**src/pkg/annp_defs.vh**
```
// constants for the auto-negotiation next-page register bank
// Notes on behaviour
// - expansion bit 2 reads one: the local end is next-page capable.
// - expansion bit 3 follows partner next-page ability; resets to zero.
// - expansion bit 1 latches high when a page arrives; resets to zero.
// - transmit bit 11 flips with each sent page, so it holds the inverse of the last sent word's toggle; resets to zero.
// - transmit bits 10..0 are writable code field, reset value one.
`ifndef ANNP_DEFS_VH
`define ANNP_DEFS_VH

`define ANNP_ADDR_W 5
`define ANNP_DATA_W 16
`define ANNP_ADDR_EXP 5'h06
`define ANNP_ADDR_NPTX 5'h07
`define ANNP_ADDR_NPRX 5'h08

// expansion register fields
`define ANNP_EXP_LP_AN_BIT 0
`define ANNP_EXP_PAGE_RX_BIT 1
`define ANNP_EXP_NP_ABLE_BIT 2
`define ANNP_EXP_LP_NP_BIT 3
`define ANNP_EXP_PD_FAULT_BIT 4
`define ANNP_NP_ABLE_VAL 1'b1

// next-page word fields (transmit and receive share the layout)
`define ANNP_NP_BIT 15
`define ANNP_RSVD_BIT 14
`define ANNP_MP_BIT 13
`define ANNP_ACK2_BIT 12
`define ANNP_TOG_BIT 11
`define ANNP_CODE_MSB 10
`define ANNP_CODE_LSB 0

// reset values
`define ANNP_RST_NP 1'b0
`define ANNP_RST_MP 1'b1
`define ANNP_RST_ACK2 1'b0
`define ANNP_RST_TOG 1'b0
`define ANNP_RST_CODE 11'h001
`define ANNP_RST_WORD 16'h0000
`define ANNP_RST_FLAG 1'b0

// reserved bit 14 of a next-page word always reads zero
`define ANNP_RSVD_VAL 1'b0
`define ANNP_RSVD_MASK 16'hbfff

`endif

```
**src/rtl/annp_lh_flag.v**
```verilog
// latched-high status flag, cleared by a read, set wins over clear
`timescale 1ns/1ps
`include "annp_defs.vh"
module annp_lh_flag (
  input wire sys_clk_i, // system clock
  input wire resetn_i, // synchronous reset, active low
  input wire set_i, // event pulse
  input wire clr_i, // read of the owning register
  output wire flag_o // latched level
);

  reg flag_ff;
  wire nxt_flag;

  assign nxt_flag = set_i | (flag_ff & ~clr_i);

  always @(posedge sys_clk_i) begin
    if (!resetn_i) begin
      flag_ff <= `ANNP_RST_FLAG;
    end else begin
      flag_ff <= nxt_flag;
    end
  end

  assign flag_o = flag_ff;

endmodule // annp_lh_flag

```
**src/rtl/annp_regs.v**
```verilog
// expansion, next-page transmit and partner next-page registers
`timescale 1ns/1ps
`include "annp_defs.vh"
module annp_regs (
  input wire sys_clk_i, // system clock, 10 MHz
  input wire resetn_i, // synchronous reset, active low
  input wire [4:0] reg_addr_i, // register address from management unit
  input wire reg_wr_i, // write strobe, one cycle
  input wire [15:0] reg_wdata_i, // write data
  input wire reg_rd_i, // read strobe, one cycle
  output wire [15:0] reg_rdata_o, // read data, valid with reg_rvalid_o
  output wire reg_rvalid_o, // read data valid pulse
  input wire lp_an_able_i, // partner is auto-negotiation able
  input wire lp_np_able_i, // partner advertised next-page ability
  input wire page_rx_i, // pulse: partner page received
  input wire [15:0] rx_page_i, // received page word, taken with page_rx_i
  input wire pd_fault_i, // pulse: more than one technology detected
  input wire tx_sent_i, // pulse: outgoing next page was sent
  output wire [15:0] tx_page_o, // outgoing next page incl. toggle
  output wire tx_loaded_o // pulse: software wrote a new next page
);

  ////////////////////////////////////////////////////////////////////////
  // decode

  // address compare shared by the strobe decodes
  function sel;
    input [4:0] addr;
    input [4:0] target;
    begin
      sel = (addr == target);
    end
  endfunction

  ////////////////////////////////////////////////////////////////////////
  // next-page word packing

  // the reset image and the live image of the transmit word share this,
  // so the reserved bit can never drift between the two
  function [15:0] np_word;
    input np;
    input mp;
    input ack2;
    input tog;
    input [10:0] code;
    begin
      np_word = {np, `ANNP_RSVD_VAL, mp, ack2, tog, code};
    end
  endfunction

  ////////////////////////////////////////////////////////////////////////
  // strobes

  wire rd_exp;
  wire wr_nptx;
  assign rd_exp = reg_rd_i & sel(reg_addr_i, `ANNP_ADDR_EXP);
  // read-only registers
  // writes to the expansion and partner-page addresses decode to nothing
  assign wr_nptx = reg_wr_i & sel(reg_addr_i, `ANNP_ADDR_NPTX);

  ////////////////////////////////////////////////////////////////////////
  // latched-high expansion flags

  wire page_rx_flag;
  wire pd_fault_flag;

  annp_lh_flag u_page_rx (
    .sys_clk_i(sys_clk_i),
    .resetn_i(resetn_i),
    .set_i(page_rx_i),
    .clr_i(rd_exp),
    .flag_o(page_rx_flag)
  );

  annp_lh_flag u_pd_fault (
    .sys_clk_i(sys_clk_i),
    .resetn_i(resetn_i),
    .set_i(pd_fault_i),
    .clr_i(rd_exp),
    .flag_o(pd_fault_flag)
  );

  ////////////////////////////////////////////////////////////////////////
  // partner status levels

  reg lp_an_ff;
  reg lp_np_ff;

  // one stage so the status bits line up with the latched flags
  always @(posedge sys_clk_i) begin
    if (!resetn_i) begin
      lp_an_ff <= `ANNP_RST_FLAG;
      lp_np_ff <= `ANNP_RST_FLAG;
    end else begin
      lp_an_ff <= lp_an_able_i;
      lp_np_ff <= lp_np_able_i;
    end
  end

  ////////////////////////////////////////////////////////////////////////
  // outgoing next page

  reg np_ff;
  reg mp_ff;
  reg ack2_ff;
  reg tog_ff;
  reg [10:0] code_ff;
  reg loaded_ff;

  always @(posedge sys_clk_i) begin
    if (!resetn_i) begin
      np_ff <= `ANNP_RST_NP;
      mp_ff <= `ANNP_RST_MP;
      ack2_ff <= `ANNP_RST_ACK2;
      code_ff <= `ANNP_RST_CODE;
      loaded_ff <= `ANNP_RST_FLAG;
    end else begin
      // tells the serializer a fresh page is waiting
      loaded_ff <= wr_nptx;
      if (wr_nptx) begin
        np_ff <= reg_wdata_i[`ANNP_NP_BIT];
        mp_ff <= reg_wdata_i[`ANNP_MP_BIT];
        ack2_ff <= reg_wdata_i[`ANNP_ACK2_BIT];
        code_ff <= reg_wdata_i[`ANNP_CODE_MSB:`ANNP_CODE_LSB];
      end
    end
  end

  // toggle is hardware-owned; software writes to bit 11 are dropped
  always @(posedge sys_clk_i) begin
    if (!resetn_i) begin
      tog_ff <= `ANNP_RST_TOG;
    end else if (tx_sent_i) begin
      tog_ff <= ~tog_ff;
    end
  end

  wire [15:0] nptx_word;
  assign nptx_word = np_word(np_ff, mp_ff, ack2_ff, tog_ff, code_ff);

  // registered copy so the serializer never sees a half-written word
  reg [15:0] tx_page_ff;
  always @(posedge sys_clk_i) begin
    if (!resetn_i) begin
      tx_page_ff <= np_word(`ANNP_RST_NP, `ANNP_RST_MP, `ANNP_RST_ACK2,
                            `ANNP_RST_TOG, `ANNP_RST_CODE);
    end else begin
      tx_page_ff <= nptx_word;
    end
  end

  ////////////////////////////////////////////////////////////////////////
  // partner next page

  reg [15:0] nprx_ff;
  always @(posedge sys_clk_i) begin
    if (!resetn_i) begin
      nprx_ff <= `ANNP_RST_WORD;
    end else if (page_rx_i) begin
      // capture partner page, reserved bit kept zero
      nprx_ff <= rx_page_i & `ANNP_RSVD_MASK;
    end
  end

  ////////////////////////////////////////////////////////////////////////
  // read path

  reg [15:0] exp_word;
  always @* begin
    exp_word = `ANNP_RST_WORD;
    exp_word[`ANNP_EXP_LP_AN_BIT] = lp_an_ff;
    exp_word[`ANNP_EXP_PAGE_RX_BIT] = page_rx_flag;
    exp_word[`ANNP_EXP_NP_ABLE_BIT] = `ANNP_NP_ABLE_VAL;
    exp_word[`ANNP_EXP_LP_NP_BIT] = lp_np_ff;
    exp_word[`ANNP_EXP_PD_FAULT_BIT] = pd_fault_flag;
  end

  reg [15:0] nxt_rdata;
  always @* begin
    case (reg_addr_i)
      `ANNP_ADDR_EXP: nxt_rdata = exp_word;
      `ANNP_ADDR_NPTX: nxt_rdata = nptx_word;
      `ANNP_ADDR_NPRX: nxt_rdata = nprx_ff;
      // addresses outside this bank answer zero
      default: nxt_rdata = `ANNP_RST_WORD;
    endcase
  end

  reg [15:0] rdata_ff;
  reg rvalid_ff;
  always @(posedge sys_clk_i) begin
    if (!resetn_i) begin
      rdata_ff <= `ANNP_RST_WORD;
      rvalid_ff <= `ANNP_RST_FLAG;
    end else begin
      rvalid_ff <= reg_rd_i;
      // data holds between reads so a slow master can pick it up late
      if (reg_rd_i) begin
        rdata_ff <= nxt_rdata;
      end
    end
  end

  ////////////////////////////////////////////////////////////////////////
  // outputs, all straight from flip-flops

  assign reg_rdata_o = rdata_ff;
  assign reg_rvalid_o = rvalid_ff;
  assign tx_page_o = tx_page_ff;
  assign tx_loaded_o = loaded_ff;

endmodule // annp_regs
```
**config.mk**
```make
export PLATFORM = sky130hd
export DESIGN_NAME = annp_regs
export DESIGN_NICKNAME = d
export VERILOG_FILES = /design/src/rtl/annp_lh_flag.v /design/src/rtl/annp_regs.v
export VERILOG_INCLUDE_DIRS = /design/src /design/src/pkg
export SDC_FILE = /design/constraint.sdc
export NUM_CORES = 1
export LEC_CHECK = 0
export ABC_AREA = 1
export BUFFER_PORTS_ARGS = -buffer_cell sky130_fd_sc_hd__buf_2
export CORE_UTILIZATION = 45
export DETAILED_ROUTE_END_ITERATION = 10
export PLACE_DENSITY = 0.77
export RECOVER_POWER = 25
export SYNTH_ARGS = -nofsm -noshare
export SYNTH_HDL_FRONTEND = slang
export SYNTH_SLANG_ARGS = --single-unit
```
**constraint.sdc**
```tcl
create_clock -name sys_clk_i -period 1.3 [get_ports sys_clk_i]
set_input_delay 0.26 -clock sys_clk_i [delete_from_list [all_inputs] [get_ports sys_clk_i]]
set_output_delay 0.26 -clock sys_clk_i [all_outputs]
set_load 0.005 [all_outputs]
```
======== Word-level counts from Yosys, hierarchy flattened ========
Cells that the tools add are included.
cells by class
  bitwise operators ....................... 8
  muxes and demuxes ....................... 1
  equal/unequal tests ..................... 3
operators by type and width
  cell                number
  $pmux 16 s3         1
  $eq 5x3->1 const B  2
  $eq 5x4->1 const B  1
  $and 1x1->1         4
  $not 1->1           2
  $or 1x1->1          2
word-level totals
  flip-flop bits (word level) ............. 68
  logic and storage cells ................. 27

======== Depth between registers and ports, before layout ========
  depth in word-level cells ............... 5
  mapped depth ............................ 8

======== Hierarchy ========
A second synthesis with hierarchy kept.
second synthesis, totals
  cell total of the unflattened synthesis .. 307
  area total of the unflattened synthesis .. 2448.6 sq um
modules (own cells, without submodules)
  module        sequential area each (sq um)  instances  cells an instance  area an instance (sq um)
  annp_regs     1281.2                        1          295                2361.0
  annp_lh_flag  20.0                          2          6                  43.8

======== Least setup slack after synthesis ========
Ideal clock, no wire load.
  path type ............................... input -> register
  from .................................... input reg_addr_i[3]
  to ...................................... register ack2_ff
  path slack .............................. 0.156 ns
  required time ........................... 1.185 ns
  library setup time ...................... 0.115 ns
  data arrival time ....................... 1.029 ns
  stages on the path ...................... 7
  cells stage by stage .................... inv_1 -> nand3_2 -> nor2_4 -> nand2_4 -> buf_6 -> o22ai_1 -> inv_1
on the way
  word-level cells in the longest chain between the ends .. 2
RTL lines
  item                  RTL line         source
  from (decl)           annp_regs.v:7    input wire [4:0] reg_addr_i,
  $eq 5x3->1            annp_regs.v:31   sel = (addr == target);
  $and 1x1->1           annp_regs.v:59   assign wr_nptx = reg_wr_i & sel(reg_addr_i, `ANNP_ADDR_NPTX);
  to (signal assigned)  annp_regs.v:114  ack2_ff <= `ANNP_RST_ACK2;
  to (signal assigned)  annp_regs.v:123  ack2_ff <= reg_wdata_i[`ANNP_ACK2_BIT];
  to (decl)             annp_regs.v:105  reg ack2_ff;
No other way between the ends.
A chain may end at the register's enable or synchronous reset.

======== Worst setup path in the final report ========
  from .................................... input resetn_i
  to ...................................... register code_ff[0]
RTL lines
  item                  RTL line         source
  from (decl)           annp_regs.v:6    input wire resetn_i,
  to (signal assigned)  annp_regs.v:115  code_ff <= `ANNP_RST_CODE;
  to (signal assigned)  annp_regs.v:124  code_ff <= reg_wdata_i[`ANNP_CODE_MSB:`ANNP_CODE_LSB];
  to (decl)             annp_regs.v:107  reg [10:0] code_ff;
No word-level cell between the ends.

==> results_dict.tcl <==
set metrics [dict create \
    clk_pin_slew_worst_paths_ns 0.06 \
    gp_congestion 0.8369 \
    wl_per_cell_um 12.01 \
    skew_ns 0.007463 \
    area_delta_synth_final_pct 28.43 \
    yosys_warnings 0 \
    peakVddDrop_mv 0.6976 \
    cp_max_fo 14 \
    synth_area_leader_cell "dfxtp_1" \
    pin_count 80 \
    hp-class "in2reg" \
    finalSetupViolCount 0 \
    grt.overflow.total 0 \
    synth-edff-count 0 \
    cts_tree "built" \
    finalCriticalPeriod_ns 1.045 \
    avgSynthCellArea_sq_um 8.056 \
    cts_inserted_buffers 9 \
    ys.flop_type "dfxtp_1" \
    drive_gt1_share_pct 27.32 \
    criticalPathCategory "in2reg" \
    antenna_found_initial 0 \
    wl_mm 5.500 \
    yosysMostFrequentCell "nand2_1" \
    path_cells "buf_2 -> clkbuf_1 -> buf_4 -> o211ai_1" \
    synth-seq-cells 66 \
    slowest_stage "clkbuf_1" \
    grt_max_degree 25 \
    period_share_pct 80.40 \
    viasPerCell 4.749 \
    initial_core_util_pct 47.18 \
    grt_use_total_pct 21.06 \
    grt_pass1_wl_mm 8.694 \
    slew_headroom_pct 61.18 \
    synth_seq_area_share_pct 54.49 \
    finalWorstSetupSlack_ns 0.2548 \
    insertion_delay_ns 0.33 \
    maxSlewViolCount 0 \
    chipHeight_um 75.41 \
    post_cts_buffers 0 \
    ctsHoldBuffers 0 \
    worst_pin_slew_ns 0.5823 \
    rows 26 \
    cp.arrival_ns 1.25 \
    cts_sinks 66 \
    antenna_cells 0 \
    vias 2175 \
    yosysTopAreaCellShare_pct 54.49 \
    coreArea_sq_um 5140 \
    fmax_mhz 956.7 \
    die_w_um 75.41 \
    stdcell_count 458 \
    place_area_sq_um 2899 \
    cts_buffer_depth 2 \
    p_per_area_nw_per_um2 1406 \
    synth_common_cells "nand2_1, dfxtp_1, inv_1" \
    cp-start-kind "primary input" \
    fin_area_sq_um 3114 \
    slowest_delay_ns 0.48 \
    end_kind "register" \
    leakagePower_nw 1.637 \
    cp_data_required_time_ns 1.51 \
    syn_area_sq_um 2425 \
    port_buffers 74 \
    maxCapViolCount 0 \
    cts_root_buf "clkbuf_8" \
    synthTopCellsByArea "dfxtp_1, nand2_1, inv_1, a21oi_1, o21ai_0" \
    grt_setup_unrepaired "false" \
    htree_levels 3 \
    drtAntennaViolNets 0 \
    status "complete, no violations" \
    drc_errors 0 \
    ys_types 25 \
    dieArea_sq_um 5686 \
    grt_pass1_vias 2078 \
    dr.pass1.iters 4 \
    dp.cells 442 \
    drt-initial-drc-count 130 \
    synthArstFlopShare_pct 0 \
    postSynthCellCount 301 \
    cts-resized-gates 0 \
    finalPower_mw 4.379 \
    dp_hpwl_mm 3.977 \
    finalHoldViolCount 0 \
    num-nets-final 429 \
    post-place-ws_ns -0.03202 \
]
cell usage in the layout (no fill, tap or decap):
cell type   Yosys  routed
clkinv_2        0       1
o211ai_1        2       2
nand3_2         2       2
nand2_4         1       1
o22ai_1        12      12
nor2_8          1       1
o21ai_0        20      20
clkbuf_2        0       1
buf_2           4      74
inv_2           1       1
nand3_1         9       9
clkinvlp_4      0       1
inv_1          48      48
dfxtp_1        66      66
nand4_1         5       5
clkbuf_1        5       3
xnor2_1         1       1
a21oi_1        27      27
nor2_1         12      12
o21ai_1         7       7
nor2_4          1       1
conb_1          1       2
buf_12          0       1
bufinv_16       0       3
clkbuf_8        0       9
nor2_2          2       2
buf_4           2       8
nand2_1        68      68
cell families after synthesis:
group / share of synthesized area [%]
simple gates: 18.63
compound gates: 14.86
buf+inv: 11.51
xor+xnor: 0.3613
other cells: 0.1547
flops: 54.49
state kept, by name (all words and copies together), names as in the netlist:
| signal | flops |
|---|---|
| nprx_ff | 15 |
| reg_rdata_o | 15 |
| tx_page_o | 15 |
| code_ff | 11 |
| ack2_ff | 1 |
| lp_an_ff | 1 |
| lp_np_ff | 1 |
| mp_ff | 1 |
| np_ff | 1 |
| reg_rvalid_o | 1 |
| tog_ff | 1 |
| tx_loaded_o | 1 |
| u_page_rx.flag_o | 1 |
| u_pd_fault.flag_o | 1 |
final timing paths:
kind,to,slack [ns],start,cells past startpoint
setup / recovery,code_ff[0]$_SDFFE_PN1P_,0.25,resetn_i,4
hold / removal,lp_an_ff$_SDFF_PN0_,0.12,lp_an_able_i,3
setup reg to reg,reg_rdata_o[6]$_SDFFE_PN0P_,0.44,nprx_ff[6]$_SDFFE_PN0P_,4
hold reg to reg,tx_page_o[10]$_SDFF_PN0_,0.44,code_ff[10]$_SDFFE_PN0P_,2
cell type report:
| class | instances | area [sq um] |
|---|---|---|
| fill | 495 | 2026 |
| clock buffer | 11 | 131.4 |
| tap | 70 | 87.58 |
| inverter | 49 | 183.9 |
| clock inverter | 5 | 102.6 |
| timing repair buffer | 85 | 459.2 |
| sequential | 66 | 1321 |
| multi-input combinational | 172 | 828.3 |
per-layer routing:
layer  routed length (um)  track usage, %
met5                    0               0
met4                   89           13.58
met3                  298           4.497
met2                 2630           33.33
met1                 2481           26.08
worst max-delay path: cells and delay by family:
| family | cells | cell delay, ns |
|---|---|---|
| buffers and inverters | 3 | 0.90 |
| AOI/OAI and AO/OA | 1 | 0.09 |
power breakdown:
| group | leakage, nW | total [mW] | switching [mW] | internal (mW) |
|---|---|---|---|---|
| combinational | 0.985 | 0.267 | 0.156 | 0.111 |
| clock | 0.114 | 2.01 | 0.737 | 1.27 |
| sequential | 0.538 | 2.10 | 0.0226 | 2.08 |
| total | 1.64 | 4.38 | 0.915 | 3.46 |
per-stage QoR:
| stage | hold WS [ns] | util [%] | TNS (ns) |
|---|---|---|---|
| final | 0.1228 | 60.59 | 0 |
| after detailed placement | 0.4368 | 56.40 | -0.3154 |
| after global placement | 0.4335 | 56.40 | 0 |
| after global routing | 0.1159 | 60.59 | 0 |
| after CTS | 0.1106 | 60.95 | 0 |
| after floorplan | 0.3576 | - | 0 |
Power figures use the tool's default switching activity.
